<file path="config.mk">
export PLATFORM = sky130hd
export DESIGN_NAME = pmcc_top
export DESIGN_NICKNAME = d
export VERILOG_FILES = /design/src/pmcc_pkg.sv /design/src/pmcc_divider.sv /design/src/pmcc_top.sv
export SDC_FILE = /design/constraint.sdc
export NUM_CORES = 1
export LEC_CHECK = 0
export ABC_AREA = 1
export BUFFER_PORTS_ARGS = -buffer_cell sky130_fd_sc_hd__clkbuf_2
export CAP_MARGIN = 40
export CORE_MARGIN = 5
export CORE_UTILIZATION = 45
export CTS_BUF_LIST = sky130_fd_sc_hd__clkbuf_8
export CTS_CLUSTER_DIAMETER = 40
export DETAILED_ROUTE_END_ITERATION = 8
export PLACE_DENSITY = 0.72
export SLEW_MARGIN = 10
export SYNTH_ARGS = -nofsm -noshare
export SYNTH_HDL_FRONTEND = slang
export SYNTH_SLANG_ARGS = --single-unit
</file>
<file path="constraint.sdc">
create_clock -name ref_clk -period 0.8 [get_ports ref_clk]
set_input_delay 0.16 -clock ref_clk [delete_from_list [all_inputs] [get_ports ref_clk]]
set_output_delay 0.16 -clock ref_clk [all_outputs]
set_load 0.02 [all_outputs]
</file>
<file path="src/pmcc_pkg.sv">
// package of register offsets, field positions and reset values for power and master clock control
`default_nettype none
package pmcc_pkg;
  // ==========================================================
  // register offsets
  localparam logic [7:0] ADDR_POWER_CONTROL = 8'h06;
  localparam logic [7:0] ADDR_MASTER_CLOCK  = 8'h07;
  // ==========================================================
  // reset values
  localparam logic [7:0] RST_POWER_CONTROL  = 8'h10;
  localparam logic [7:0] RST_MASTER_CLOCK   = 8'h04;
  // ==========================================================
  // power control fields
  localparam int BIT_ULP_SHUTDOWN  = 7;
  localparam int BIT_PARTIAL_PDN   = 6;
  localparam int BIT_REF_CLAMP     = 5;
  localparam int BIT_THERMAL_OFF   = 4;
  localparam logic [7:0] MASK_POWER_CONTROL = 8'hf0;
  // ==========================================================
  // master clock control fields
  localparam int BIT_TREE_GATE     = 7;
  localparam int BIT_CLK_SCALE     = 6;
  localparam int BIT_DIGITAL_MIC_CLOCK_DRIVE    = 5;
  localparam int BIT_DIV_HI        = 3;
  localparam int BIT_DIV_LO        = 2;
  localparam int BIT_SYNC_ENABLE   = 1;
  localparam logic [7:0] MASK_MASTER_CLOCK = 8'hee;
  // ==========================================================
  // divider codes
  localparam logic [1:0] DIV_BY1  = 2'h0;
  localparam logic [1:0] DIV_BY2  = 2'h1;
  localparam logic [1:0] DIV_BY3  = 2'h2;
  localparam logic [1:0] DIV_RSVD = 2'h3;
  // ==========================================================
  // sync sequence length in clock cycles
  localparam logic [3:0] SYNC_CYCLES = 4'h8;
endpackage
`default_nettype wire

</file>
<file path="src/pmcc_divider.sv">
// divider that forms the internal master clock enable from the source clock
`default_nettype none
module pmcc_divider (
  input  wire logic       ref_clk,
  input  wire logic       rst_n,
  input  wire logic       gate,
  input  wire logic [1:0] code,
  output logic            tick,
  output logic [1:0]      count
);
  typedef struct packed {
    logic [1:0] cnt;
    logic       tick;
  } pmcc_div_s;

  pmcc_div_s st;
  pmcc_div_s next_st;
  logic [1:0] limit;

  // terminal count per divider code, reserved code clears the count and gives no tick
  always_comb begin
    next_st = st;
    case (code)
      pmcc_pkg::DIV_BY1: limit = 2'h0;
      pmcc_pkg::DIV_BY2: limit = 2'h1;
      pmcc_pkg::DIV_BY3: limit = 2'h2;
      default:           limit = 2'h3;
    endcase
    next_st.tick = 1'b0;
    if (gate || code == pmcc_pkg::DIV_RSVD) begin
      next_st.cnt = 2'h0;
    end else if (st.cnt >= limit) begin
      next_st.cnt  = 2'h0;
      next_st.tick = 1'b1;
    end else begin
      next_st.cnt = st.cnt + 2'h1;
    end
  end

  // state register
  always_ff @(posedge ref_clk or negedge rst_n) begin
    if (!rst_n) begin
      st <= '0;
    end else begin
      st <= next_st;
    end
  end

  assign tick  = st.tick;
  assign count = st.cnt;
endmodule // pmcc_divider
`default_nettype wire

</file>
<file path="src/pmcc_top.sv">
// power and master clock control registers with their derived controls
`default_nettype none
module pmcc_top (
  input  wire logic       ref_clk,
  input  wire logic       nrst,
  input  wire logic [7:0] addr,
  input  wire logic [7:0] wdata,
  input  wire logic       wr_stb,
  input  wire logic       rd_stb,
  output logic [7:0]      rdata,
  input  wire logic [3:0] block_pdn,
  input  wire logic       serial_port_rate,
  input  wire logic       sample_rate_ratio,
  output logic            adc_power_down,
  output logic            ref_power_down,
  output logic            keep_alive,
  output logic            ref_cap_clamp,
  output logic            thermal_sense_off,
  output logic            clock_tree_run,
  output logic            mclk_int_tick,
  output logic [2:0]      scale_ratio,
  output logic            digital_mic_clock_drive,
  output logic            sync_start,
  output logic            sync_busy
);
  // ==========================================================
  // reset release
  logic [1:0] rst_sync;
  logic       rst_n;
  always_ff @(posedge ref_clk or negedge nrst) begin
    if (!nrst) begin
      rst_sync <= 2'h0;
    end else begin
      rst_sync <= {rst_sync[0], 1'b1};
    end
  end
  assign rst_n = rst_sync[1];

  // ==========================================================
  // state
  typedef struct packed {
    logic [7:0] power_control;
    logic [7:0] master_clock_control;
    logic [7:0] rdata;
    logic [3:0] sync_cnt;
    logic       sync_start;
  } pmcc_state_s;

  pmcc_state_s st;
  pmcc_state_s next_st;
  logic        sync_rise;

  // ==========================================================
  // address decode shared by the write path and the checks
  function automatic logic wr_hit(input logic stb, input logic [7:0] a, input logic [7:0] target);
    return stb && (a == target);
  endfunction

  // register writes, readback and sync sequencing
  always_comb begin
    next_st = st;
    next_st.sync_start = 1'b0;
    sync_rise = 1'b0;
    if (wr_hit(wr_stb, addr, pmcc_pkg::ADDR_POWER_CONTROL)) begin
      next_st.power_control = wdata & pmcc_pkg::MASK_POWER_CONTROL;
    end
    if (wr_hit(wr_stb, addr, pmcc_pkg::ADDR_MASTER_CLOCK)) begin
      next_st.master_clock_control = wdata & pmcc_pkg::MASK_MASTER_CLOCK;
      sync_rise = wdata[pmcc_pkg::BIT_SYNC_ENABLE]
                  && !st.master_clock_control[pmcc_pkg::BIT_SYNC_ENABLE];
    end
    if (sync_rise) begin
      next_st.sync_start = 1'b1;
      next_st.sync_cnt   = pmcc_pkg::SYNC_CYCLES;
    end else if (st.sync_cnt != 4'h0) begin
      next_st.sync_cnt = st.sync_cnt - 4'h1;
    end
    if (rd_stb) begin
      case (addr)
        pmcc_pkg::ADDR_POWER_CONTROL: next_st.rdata = st.power_control;
        pmcc_pkg::ADDR_MASTER_CLOCK:  next_st.rdata = st.master_clock_control;
        default:                      next_st.rdata = 8'h00;
      endcase
    end
  end

  // state register
  always_ff @(posedge ref_clk or negedge rst_n) begin
    if (!rst_n) begin
      st.power_control        <= pmcc_pkg::RST_POWER_CONTROL;
      st.master_clock_control <= pmcc_pkg::RST_MASTER_CLOCK;
      st.rdata                <= 8'h00;
      st.sync_cnt             <= 4'h0;
      st.sync_start           <= 1'b0;
    end else begin
      st <= next_st;
    end
  end

  // ==========================================================
  // derived power controls
  logic ulp;
  logic lp;
  assign ulp = st.power_control[pmcc_pkg::BIT_ULP_SHUTDOWN];
  assign lp  = st.power_control[pmcc_pkg::BIT_PARTIAL_PDN];
  assign adc_power_down    = ulp || lp || (&block_pdn);
  assign ref_power_down    = ulp || lp;
  assign keep_alive        = lp && !ulp;
  assign ref_cap_clamp     = st.power_control[pmcc_pkg::BIT_REF_CLAMP];
  assign thermal_sense_off = st.power_control[pmcc_pkg::BIT_THERMAL_OFF];

  // ==========================================================
  // derived clock controls
  logic       tree_gate;
  logic [1:0] div_code;
  assign tree_gate = st.master_clock_control[pmcc_pkg::BIT_TREE_GATE];
  assign div_code  = st.master_clock_control[pmcc_pkg::BIT_DIV_HI:pmcc_pkg::BIT_DIV_LO];
  assign clock_tree_run = !tree_gate;
  assign digital_mic_clock_drive = st.master_clock_control[pmcc_pkg::BIT_DIGITAL_MIC_CLOCK_DRIVE];
  // ratio 1 when scaling off, else 2 or 4 from the rate settings
  assign scale_ratio = !st.master_clock_control[pmcc_pkg::BIT_CLK_SCALE] ? 3'h1
                     : (serial_port_rate && sample_rate_ratio) ? 3'h4 : 3'h2;
  assign rdata      = st.rdata;
  assign sync_start = st.sync_start;
  assign sync_busy  = st.sync_cnt != 4'h0;

  // internal master clock divider
  pmcc_divider u_div (
    .ref_clk (ref_clk),
    .rst_n   (rst_n),
    .gate    (tree_gate),
    .code    (div_code),
    .tick    (mclk_int_tick),
    .count   ()
  );

  // ==========================================================
  // assertions
  a_ulp_override:  assert property (@(posedge ref_clk) disable iff (!rst_n)
    ulp |-> (!keep_alive && adc_power_down && ref_power_down)) else $error("shutdown not overriding");
  a_ulp_all_down:  assert property (@(posedge ref_clk) disable iff (!rst_n)
    (wr_stb && addr == pmcc_pkg::ADDR_POWER_CONTROL && wdata[7]) |=> ref_power_down)
    else $error("shutdown write ignored");
  a_lp_alive:      assert property (@(posedge ref_clk) disable iff (!rst_n)
    (wr_stb && addr == pmcc_pkg::ADDR_POWER_CONTROL && wdata[7:6] == 2'h1) |=> keep_alive)
    else $error("partial power-down lost");
  a_clamp_follow:  assert property (@(posedge ref_clk) disable iff (!rst_n)
    (wr_stb && addr == pmcc_pkg::ADDR_POWER_CONTROL) |=> ref_cap_clamp == $past(wdata[5]))
    else $error("clamp mismatch");
  a_thermal_rst:   assert property (@(posedge ref_clk) $rose(rst_n) |-> thermal_sense_off)
    else $error("thermal sense not off at reset");
  a_tree_gate:     assert property (@(posedge ref_clk) disable iff (!rst_n)
    !clock_tree_run |=> !mclk_int_tick) else $error("tick while gated");
  a_scale_off:     assert property (@(posedge ref_clk) disable iff (!rst_n)
    !st.master_clock_control[6] |-> scale_ratio == 3'h1) else $error("ratio not one");
  a_digital_mic_clock_drive:    assert property (@(posedge ref_clk) disable iff (!rst_n)
    (wr_stb && addr == pmcc_pkg::ADDR_MASTER_CLOCK) |=> digital_mic_clock_drive == $past(wdata[5]))
    else $error("drive mismatch");
  a_div_by3:       assert property (@(posedge ref_clk) disable iff (!rst_n)
    (clock_tree_run && div_code == pmcc_pkg::DIV_BY3 && $stable(div_code) && mclk_int_tick)
    |=> !mclk_int_tick [*2]) else $error("divide by three wrong");
  a_sync_start:    assert property (@(posedge ref_clk) disable iff (!rst_n)
    sync_start |-> !$past(st.master_clock_control[1]) && st.master_clock_control[1])
    else $error("sync without rising edge");
  a_rsvd_zero:     assert property (@(posedge ref_clk) disable iff (!rst_n)
    (rd_stb && addr == pmcc_pkg::ADDR_POWER_CONTROL) |=> rdata[3:0] == 4'h0)
    else $error("reserved bits nonzero");
  // power path: writes reach the derived controls one cycle later
  a_thermal_follow: assert property (@(posedge ref_clk) disable iff (!rst_n)
    wr_hit(wr_stb, addr, pmcc_pkg::ADDR_POWER_CONTROL) |=> thermal_sense_off == $past(wdata[4]))
    else $error("thermal sense mismatch");
  a_pdn_release:    assert property (@(posedge ref_clk) disable iff (!rst_n)
    (wr_hit(wr_stb, addr, pmcc_pkg::ADDR_POWER_CONTROL) && wdata[7:6] == 2'h0)
    |=> (!ref_power_down && !keep_alive)) else $error("power-down not released");
  // clock path: gate, scaling and divider
  a_tree_follow:    assert property (@(posedge ref_clk) disable iff (!rst_n)
    wr_hit(wr_stb, addr, pmcc_pkg::ADDR_MASTER_CLOCK) |=> clock_tree_run == !$past(wdata[7]))
    else $error("clock tree mismatch");
  a_scale_on:       assert property (@(posedge ref_clk) disable iff (!rst_n)
    (wr_hit(wr_stb, addr, pmcc_pkg::ADDR_MASTER_CLOCK) && wdata[6]) |=> scale_ratio inside {3'h2, 3'h4})
    else $error("ratio not two or four");
  a_div_by2:        assert property (@(posedge ref_clk) disable iff (!rst_n)
    (clock_tree_run && div_code == pmcc_pkg::DIV_BY2 && $stable(div_code) && mclk_int_tick)
    |=> !mclk_int_tick) else $error("divide by two wrong");
  a_div_rsvd:       assert property (@(posedge ref_clk) disable iff (!rst_n)
    div_code == pmcc_pkg::DIV_RSVD |=> !mclk_int_tick) else $error("tick on reserved code");
  // sync sequence: no start without a raising write, fixed busy length; then master clock reserved readback bits
  a_sync_quiet:     assert property (@(posedge ref_clk) disable iff (!rst_n)
    !(wr_hit(wr_stb, addr, pmcc_pkg::ADDR_MASTER_CLOCK) && wdata[1]) |=> !sync_start)
    else $error("sync start without write");
  a_busy_hold:      assert property (@(posedge ref_clk) disable iff (!rst_n)
    sync_start |-> sync_busy [*8]) else $error("sync busy too short");
  a_busy_end:       assert property (@(posedge ref_clk) disable iff (!rst_n)
    $fell(sync_busy) |-> $past(sync_start, 8)) else $error("sync busy too long");
  a_mclk_rsvd:      assert property (@(posedge ref_clk) disable iff (!rst_n)
    (rd_stb && addr == pmcc_pkg::ADDR_MASTER_CLOCK) |=> (rdata[4] == 1'b0 && rdata[0] == 1'b0))
    else $error("reserved clock bits nonzero");
  // ==========================================================
  // coverage of the main scenarios
  c_sync_run:  cover property (@(posedge ref_clk) disable iff (!rst_n) sync_start ##1 sync_busy);
  c_ulp_set:   cover property (@(posedge ref_clk) disable iff (!rst_n) $rose(ulp));
  c_gated:     cover property (@(posedge ref_clk) disable iff (!rst_n) $fell(clock_tree_run));
  c_scale_4:   cover property (@(posedge ref_clk) disable iff (!rst_n) scale_ratio == 3'h4);
  c_div_by3:   cover property (@(posedge ref_clk) disable iff (!rst_n) div_code == pmcc_pkg::DIV_BY3 && mclk_int_tick);
endmodule // pmcc_top
`default_nettype wire

</file>
# Yosys cells after proc, flatten, opt, wreduce, memory -nomap -nowiden
# Index checks and enable logic that the tools add are counted.
# totals
ff_bits,28
latchBits,0
mem_bits_rw,0
mem_bits_ro,0
input_bits,26
wordCells,43
mem_count,0
# op_classes
add_sub_neg,2
multipliers,0
div_mod_pow,0
order_cmp,1
n_eq_ne,5
shift,0
n_mux,12
bitwise_logic,0
reduce_logical,15
# op_table
op,n
"== test 8 x 3 -> 1 bit, second input constant",2
case mux 8 bit (2 select lines),1
2-to-1 mux 4 bit,2
2-to-1 mux 3 bit,2
case mux 2 bit (3 select lines),1
logical AND 1 bit,5
"== test 2 bit, second input constant",2
2-to-1 mux 1 bit,4
2-to-1 mux 2 bit,2
AND reduction 4 bit,1
nonzero test 4 bit,1
"subtractor 4 x 1 -> 4 bit, second input constant",1
logical NOT 1 bit,3
logical OR 1 bit,3
"adder 2 x 1 -> 2 bit, second input constant",1
"== test 2 x 1 -> 1 bit, second input constant",1
>= comparator 2 bit,1
logical NOT 2 bit,1
nonzero test 2 bit,1

# Longest topological paths before layout
# Gate-level depths: netlist of run 1.
# logic_depth
word_depth,5
depth_mapped,7

# Modules after synthesis
# From an unflattened synthesis of run 1, not the netlist that was laid out.
# hier_totals
cells_unflattened,177
area_unflattened_um2,1401.3
# by_module_without_submodules
module,instances,cells_each,area_each_um2,seq_area_each_um2
pmcc_top,1,152,1216.2,603.1
pmcc_divider,1,25,185.2,75.1

# Least setup slack after synthesis of run 1
# Ideal clock, no wire load.
# synth_timing
path_kind,reg2reg
startpoint,reg st[1] in the netlist's numbering
endpoint,reg st[1] in the netlist's numbering
setup_time_ps,114
t_arrival_ps,1206
t_required_ps,686
path_slack_ps,-520
stages_incl_launch_ff,7
n_path_buf,0
synth_period_minus_slack_ps,1320
path_cell_list,dfrtp_1 inv_1 ha_1 nand3_1 xor2_1 nand2_1 inv_1
# synth_via
word_cells_on_any_way,5
# synth_rtl
item,line,text
from (decl),pmcc_top.sv:49,pmcc_state_s st;
from (signal assigned),pmcc_top.sv:96,st <= next_st;
nonzero test 4 bit,--,
via sync_busy,pmcc_top.sv:24,output logic sync_busy
nonzero test 2 bit (no source line),--,
# The timed path passes the listed nets, and every way through them passes these cells. The select of a mux whose other input is x is not followed.
# A chain may end at the register's enable or synchronous reset.

# Worst setup path in the final report of run 1
# layout_timing
startpoint,reg st[1] in the netlist's numbering
endpoint,out sync_busy
# layout_via
elab_chain_cells,1
# layout_lines
item,line,text
nonzero test 4 bit,pmcc_top.sv:125,assign sync_busy = st.sync_cnt != 4'h0;
to (decl),pmcc_top.sv:24,
# Every way passes these cells.

==> results.md, run 1 <==
- Run status: complete, but fails checks
- Failing checks: setup timing
- Via count: 1350
- Fin crit period: 1.27 ns
- Critical path required time: 0.64 ns
- Worst-Skew Late Latency: 0.27 ns
- Full die area: 4300 sq um
- Syn Nets: 202
- CTS Buf Count: 3
- Total Power: 4050 uW
- # setup viols final: 35
- Final design instance area without fill: 2350 sq um
- Final setup margin: -0.473 ns
- Post-Route WL: 3700 microns
- Top cells by area, synth: dfrtp_1, nand2_1, inv_1
- Worst-path clk slew: 0.08 ns
- DRC errors left: 0
- Max Clk Rate: 0.786 GHz
- Average size of a mapped cell: 8.04 sq um
- Post-synth EDFFs: 0
- Via density: 4.80
- RSZ-0062 raised after global routing: true
- Placed Area: 1850 sq um
- Top FF cell, synth: dfrtp_1
- Initial DRC Count: 56
- Routed Antenna Nets: 0
- Synth top area share: 0.450
- Skew final: 0.00341 ns
- GRT Residual Overflow: 0
- Wire per inst: 13.2 microns
- XOR/XNOR Fraction of Synth Area: 0.0189
- GPL Wtd Cong: 0.758
- LEAKAGE: 0.00124 uW
- Total Routing Usage GR: 0.175
- Max cap viols: 0
- HPWL after DPL: 2400 microns
- Number of global-route vias before repair: 1312
- First-pass GRT wire length: 5830 microns
- CTS tree: done
- Async S/R FF share, synth: 1.00
- GR Layer Usage met3: 0.0410
- Sequential area share after synthesis: 0.488
- Clk sinks: 27
- Die width: 65.6 microns
- Compound-Gate Fraction of Synth Area: 0.0252
- Period utilization: 1.59
- Site Rows: 20
- Kind of end point of the critical path: primary output
- PwrDens: 1730 nW/um^2
- H-tree levels: 1
- Synth warnings: 0
- DR pass1 iterations: 4
- Post-Synth Simple-Gate Area: 0.313
- Die height: 65.6 microns
- IO Count: 47
- Startpoint Class: flip-flop
- Root buffer cell: clkbuf_8
- Synth cell types: 23
- Antenna cells: 0
- Multiplexer share of the synthesized area: 0
- Worst VDD drop: 1.07 mV
- Area leader, netlist: dfrtp_1
- GR met1 Demand/Resource: 0.222
- GR peak layer: met2
- Number of port buffers: 44
- HP Class: in2reg
- Core area: 3000 sq um
- Starting Density: 0.463
- Largest family of logic cells by synthesized area: simple AND/OR/NAND/NOR gates
- M2 GR Usage: 0.305
- Crit path max fanout: 2
- Initial antenna violation count: 0
- Setup CP Type: reg2out
- Final Hold Fails: 0
- Share of cells above drive strength 1: 0.536
- Nets: 278
- Top cells by count, synth: nand2_1, dfrtp_1, inv_1, nand3_1, buf_4
- Synthesized cell area: 1390 sq um
- Adder-cell share of the synthesized area: 0.0270
- Fin. max-slew vios: 0
- Longest Clk Path Bufs: 2
- Critical path arrival: 1.11 ns
- Synthesized instance count: 173
- WHS: 0.0621 ns
- Most frequent cell after synthesis: nand2_1
- Largest net degree at the start of global routing: 26
- Flops & latches, synth: 27
- Area Growth Syn to Fin: 68.8%
==> path summary, 6_finish.rpt <==
check	startpoint	endpoint	slack, ns	cells after the start
worst max-delay path	st[1]	sync_busy	-0.47	4
worst min-delay path	wdata[2]	div_code[0]	0.06	3
worst max register to register	div_code[0]	u_div.tick	-0.43	5
worst min register to register	rst_sync[1]	st[2]	0.21	1
max in group asynchronous	rst_sync[1]	div_code[0]	0.37	1
min in group asynchronous	rst_sync[1]	st[2]	0.21	1
==> state kept, by name (all words and copies together) (netlist names) <==
| register | count |
|---|---|
| rdata | 7 |
| u_div.count | 2 |
| div_code | 2 |
| thermal_sense_off | 1 |
| lp | 1 |
| st | 8 |
| digital_mic_clock_drive | 1 |
| ref_cap_clamp | 1 |
| sync_start | 1 |
| rst_sync | 2 |
| u_div.tick | 1 |
==> final cells by class <==
| type | count | area (sq um) |
|---|---|---|
| Timing Repair Buffer | 81 | 744 |
| Inverter | 26 | 133 |
| Sequential cell | 27 | 679 |
| Clock buffer | 3 | 41.3 |
| Multi-Input combinational cell | 110 | 702 |
| Clock inverter | 1 | 5.00 |
| Tap cell | 33 | 41.3 |
| Fill cell | 185 | 657 |
==> cell families after synthesis <==
group,Yosys count
xor+xnor,3
other cells,2
flops,27
simple gates,95
compound gates,7
fa+ha+maj,3
buf+inv,36
==> critical path, cell delays in order, from the launching register on <==
cell	delay [ns]
dfrtp_1	0.39
inv_2	0.08
ha_4	0.14
nand3_4	0.09
buf_8	0.15
==> per-stage QoR <==
| step | util | std cells | worst slack (ns) | TNS [ns] |
|---|---|---|---|---|
| detailed placement | 0.615 | 263 | -0.375 | -7.16 |
| finish | 0.781 | 281 | -0.473 | -7.98 |
| global placement | 0.615 | 263 | -0.343 | -6.72 |
| floorplan | - | 173 | -0.420 | -2.45 |
| global route | 0.781 | 281 | -0.525 | -9.55 |
| CTS | 0.720 | 279 | -0.474 | -7.72 |
==> report_power, final <==
group | switching, uW | internal (uW)
sequential | 81.5 | 1510
clock | 403 | 348
combinational | 796 | 912
total | 1280 | 2770
==> what timing repair did <==
item | CTS | global route
setup buffers | 11 | 4
endpoints found under the hold margin | 2 | 0
resized for setup | 43 | 70
endpoints found under the setup margin | 32 | 43
pin swaps | 9 | 23
hold buffers | 1 | 0
==> routing by layer <==
metal	vias to the layer above	share of wire
met5	-	0
met4	0	0.015
met3	8	0.039
met2	37	0.53
met1	630	0.42
li1	675	-
==> cells in the final DEF, fill, tap and decap left out, drive strengths merged <==
master and instances:
nand2 64, buf 56, xor2 2, xnor2 1, clkinv 3, ha 3, dfrtp 25, nand3 17
conb 2, nor3 2, dlygate4sd3 1, a21oi 1, nand4 4, clkbuf 27, nor2 8, inv 24
dfstp 2, o21ai 6
(Power assumes the default switching activity.)
==> run 2, diff against run 1 <==
PLACE_DENSITY = 0.83   (was 0.72)
==> run 2 against run 1 <==
Compared with the run above: the run still ends with setup timing left; highest routed layer unchanged; setup slack got worse by 0.011 ns; non-clock buffer count rose by 2; largest power group unchanged; sequential power barely moved.
==> results.md, run 2 (synthesized netlist as in run 1, its figures left out) <==
- HPWL after DPL: 2410 microns (+0.59%)
- Wire per inst: 16.0 microns (+22%)
- IO Count: 47 (unchanged)
- Full die area: 4300 sq um (unchanged)
- First-pass GRT wire length: 6020 microns (+3.3%)
- Max Clk Rate: 0.779 GHz (-0.89%)
- Worst-path clk slew: 0.09 ns (about the same)
- Crit path max fanout: 2 (unchanged)
- Pre-CTS setup slack: -0.394 ns (-0.0183 ns)
- Final design instance area without fill: 2380 sq um (+1.4%)
- Fin. max-slew vios: 0 (unchanged)
- Starting Density: 0.463 (unchanged)
- CTS Buf Count: 3 (unchanged)
- Antenna cells: 0 (unchanged)
- Biggest register: st
- Longest Clk Path Bufs: 2 (unchanged)
- HP Class: in2reg
- WHS Endpoint: div_code[0]
- DR pass1 iterations: 4 (unchanged)
- Worst reg-to-reg setup slack: -0.44 ns (about the same)
- GRT Residual Overflow: 0 (unchanged)
- Routed Antenna Nets: 0 (unchanged)
- Initial DRC Count: 60 (+7.1%)
- Fillers: 163 (-12%)
- CP cell instances: inv_2 > ha_4 > nand3_4 > buf_8
- Max FFs per register: 8 (unchanged)
- Worst R2R End: st[3]
- Worst-Skew Late Latency: 0.27 ns (about the same)
- Site Rows: 20 (unchanged)
- Startpoint Class: flip-flop
- Total Routing Usage GR: 0.179 (+0.00393)
- Final Hold Fails: 0 (unchanged)
- CP max stage delay: 0.40 ns (about the same)
- CTS tree: done
- Failing checks: setup timing
- Largest net degree at the start of global routing: 26 (unchanged)
- Post-Route WL: 4530 microns (+22%)
- Via count: 1463 (+8.4%)
- Setup CP Type: reg2out
- Leading cell type in the layout, fill and taps excluded: nand2_1
- Hold path depth: 3 (unchanged)
- Critical path arrival: 1.12 ns (about the same)
- Max cap viols: 0 (unchanged)
- Placed Area: 1800 sq um (-2.4%)
- R2r worst-path depth: 8 (+3)
- Worst VDD drop: 0.820 mV (-23%)
- Skew final: 0.00193 ns (-0.00148 ns)
- LEAKAGE: 0.00125 uW (+0.85%)
- Reg-to-reg startpoint: st[1]
- Commonest cells after routing, fill and taps aside: nand2_1, buf_4, buf_6
- Fin crit period: 1.28 ns (+0.0115 ns)
- Nets: 280 (+0.72%)
- Clk sinks: 27 (unchanged)
- Number of port buffers: 44 (unchanged)
- H-tree levels: 1 (unchanged)
- RSZ-0062 raised after global routing: true
- Run status: complete, but fails checks
- Util after Layout: 0.793 (+0.0112)
- Core area: 3000 sq um (unchanged)
- PwrDens: 1690 nW/um^2 (-1.9%)
- # setup viols final: 38 (+8.6%)
- DRC errors left: 0 (unchanged)
- Share of cells above drive strength 1: 0.564 (+0.0277)
- Area Growth Syn to Fin: 71.2%
- Die height: 65.6 microns (unchanged)
- Slowest-stage cell, CP: dfrtp_1
- Via density: 5.17 (+7.6%)
- Die width: 65.6 microns (unchanged)
- GPL Wtd Cong: 0.891 (+18%)
- Root buffer cell: clkbuf_8
- Final setup margin: -0.484 ns (-0.0115 ns)
- Biggest regs: st x8, rdata x7
- Critical path required time: 0.64 ns (about the same)
- Initial antenna violation count: 0 (unchanged)
- Number of global-route vias before repair: 1343 (+2.4%)
- Kind of end point of the critical path: primary output
- Period utilization: 1.61 (+0.0143)
- HP Start: wdata[2]
-- run 2: per-layer routing --
layer / wire (microns) / vias up / track usage
met3: 275 / 16 / 0.0256
met4: 138 / 0 / 0.0570
met1: 1680 / 710 / 0.233
li1: - / 675 / -
met2: 2440 / 62 / 0.306
met5: 0 / - / 0
-- run 2: how the worst max path moves through the flow --
stage | startpoint | to | slack (ns) | cells past startpoint
after floorplan | div_code[0] | u_div.tick | -0.42 | 6
after global placement | div_code[0] | u_div.tick | -0.34 | 5
after detailed placement | div_code[0] | u_div.count[0] | -0.39 | 4
after CTS | st[1] | sync_busy | -0.49 | 4
after global routing | st[1] | sync_busy | -0.54 | 4
final | st[1] | sync_busy | -0.48 | 4
-- run 2: timing repair --
item / CTS / global route
hold buffers: 1 / 0
pin swaps: 11 / 19
gates resized for setup: 43 / 80
endpoints found under the hold margin: 2 / 0
endpoints found under the setup margin: 34 / 43
buffers inserted: 10 / 13
-- run 2: power breakdown --
| part | switching (uW) | internal (uW) |
|---|---|---|
| Combinational | 836 | 838 |
| Clock | 423 | 344 |
| Sequential | 79.6 | 1510 |
-- run 2: layout make-up --
type                    count  area (sq um)  share of cell area
flip-flops and latches     27           681               0.286
clock inverters             1          3.75             0.00158
clock buffers               3          41.3              0.0174
well taps                  33          41.3              0.0174
repair buffers             83           757               0.318
multi-input cells         110           723               0.304
inverters                  26           133              0.0557
-- run 2: stage by stage --
stage	hold WS (ns)	power (uW)	instances	setup TNS [ns]
global placement	-0.0540	2700	257	-6.60
global route	0.0657	4290	283	-10.15
CTS	0.0692	3760	271	-7.92
detailed placement	-0.0517	2780	257	-7.30
finish	0.0655	4030	283	-8.63
floorplan	-0.136	2310	173	-2.45
-- run 2: worst max-delay path: cells and delay by family (launching register included) --
kind | cells | cell delay [ns]
flops | 1 | 0.40
buf+inv | 2 | 0.23
fa+ha+maj | 1 | 0.15
simple gates | 1 | 0.08
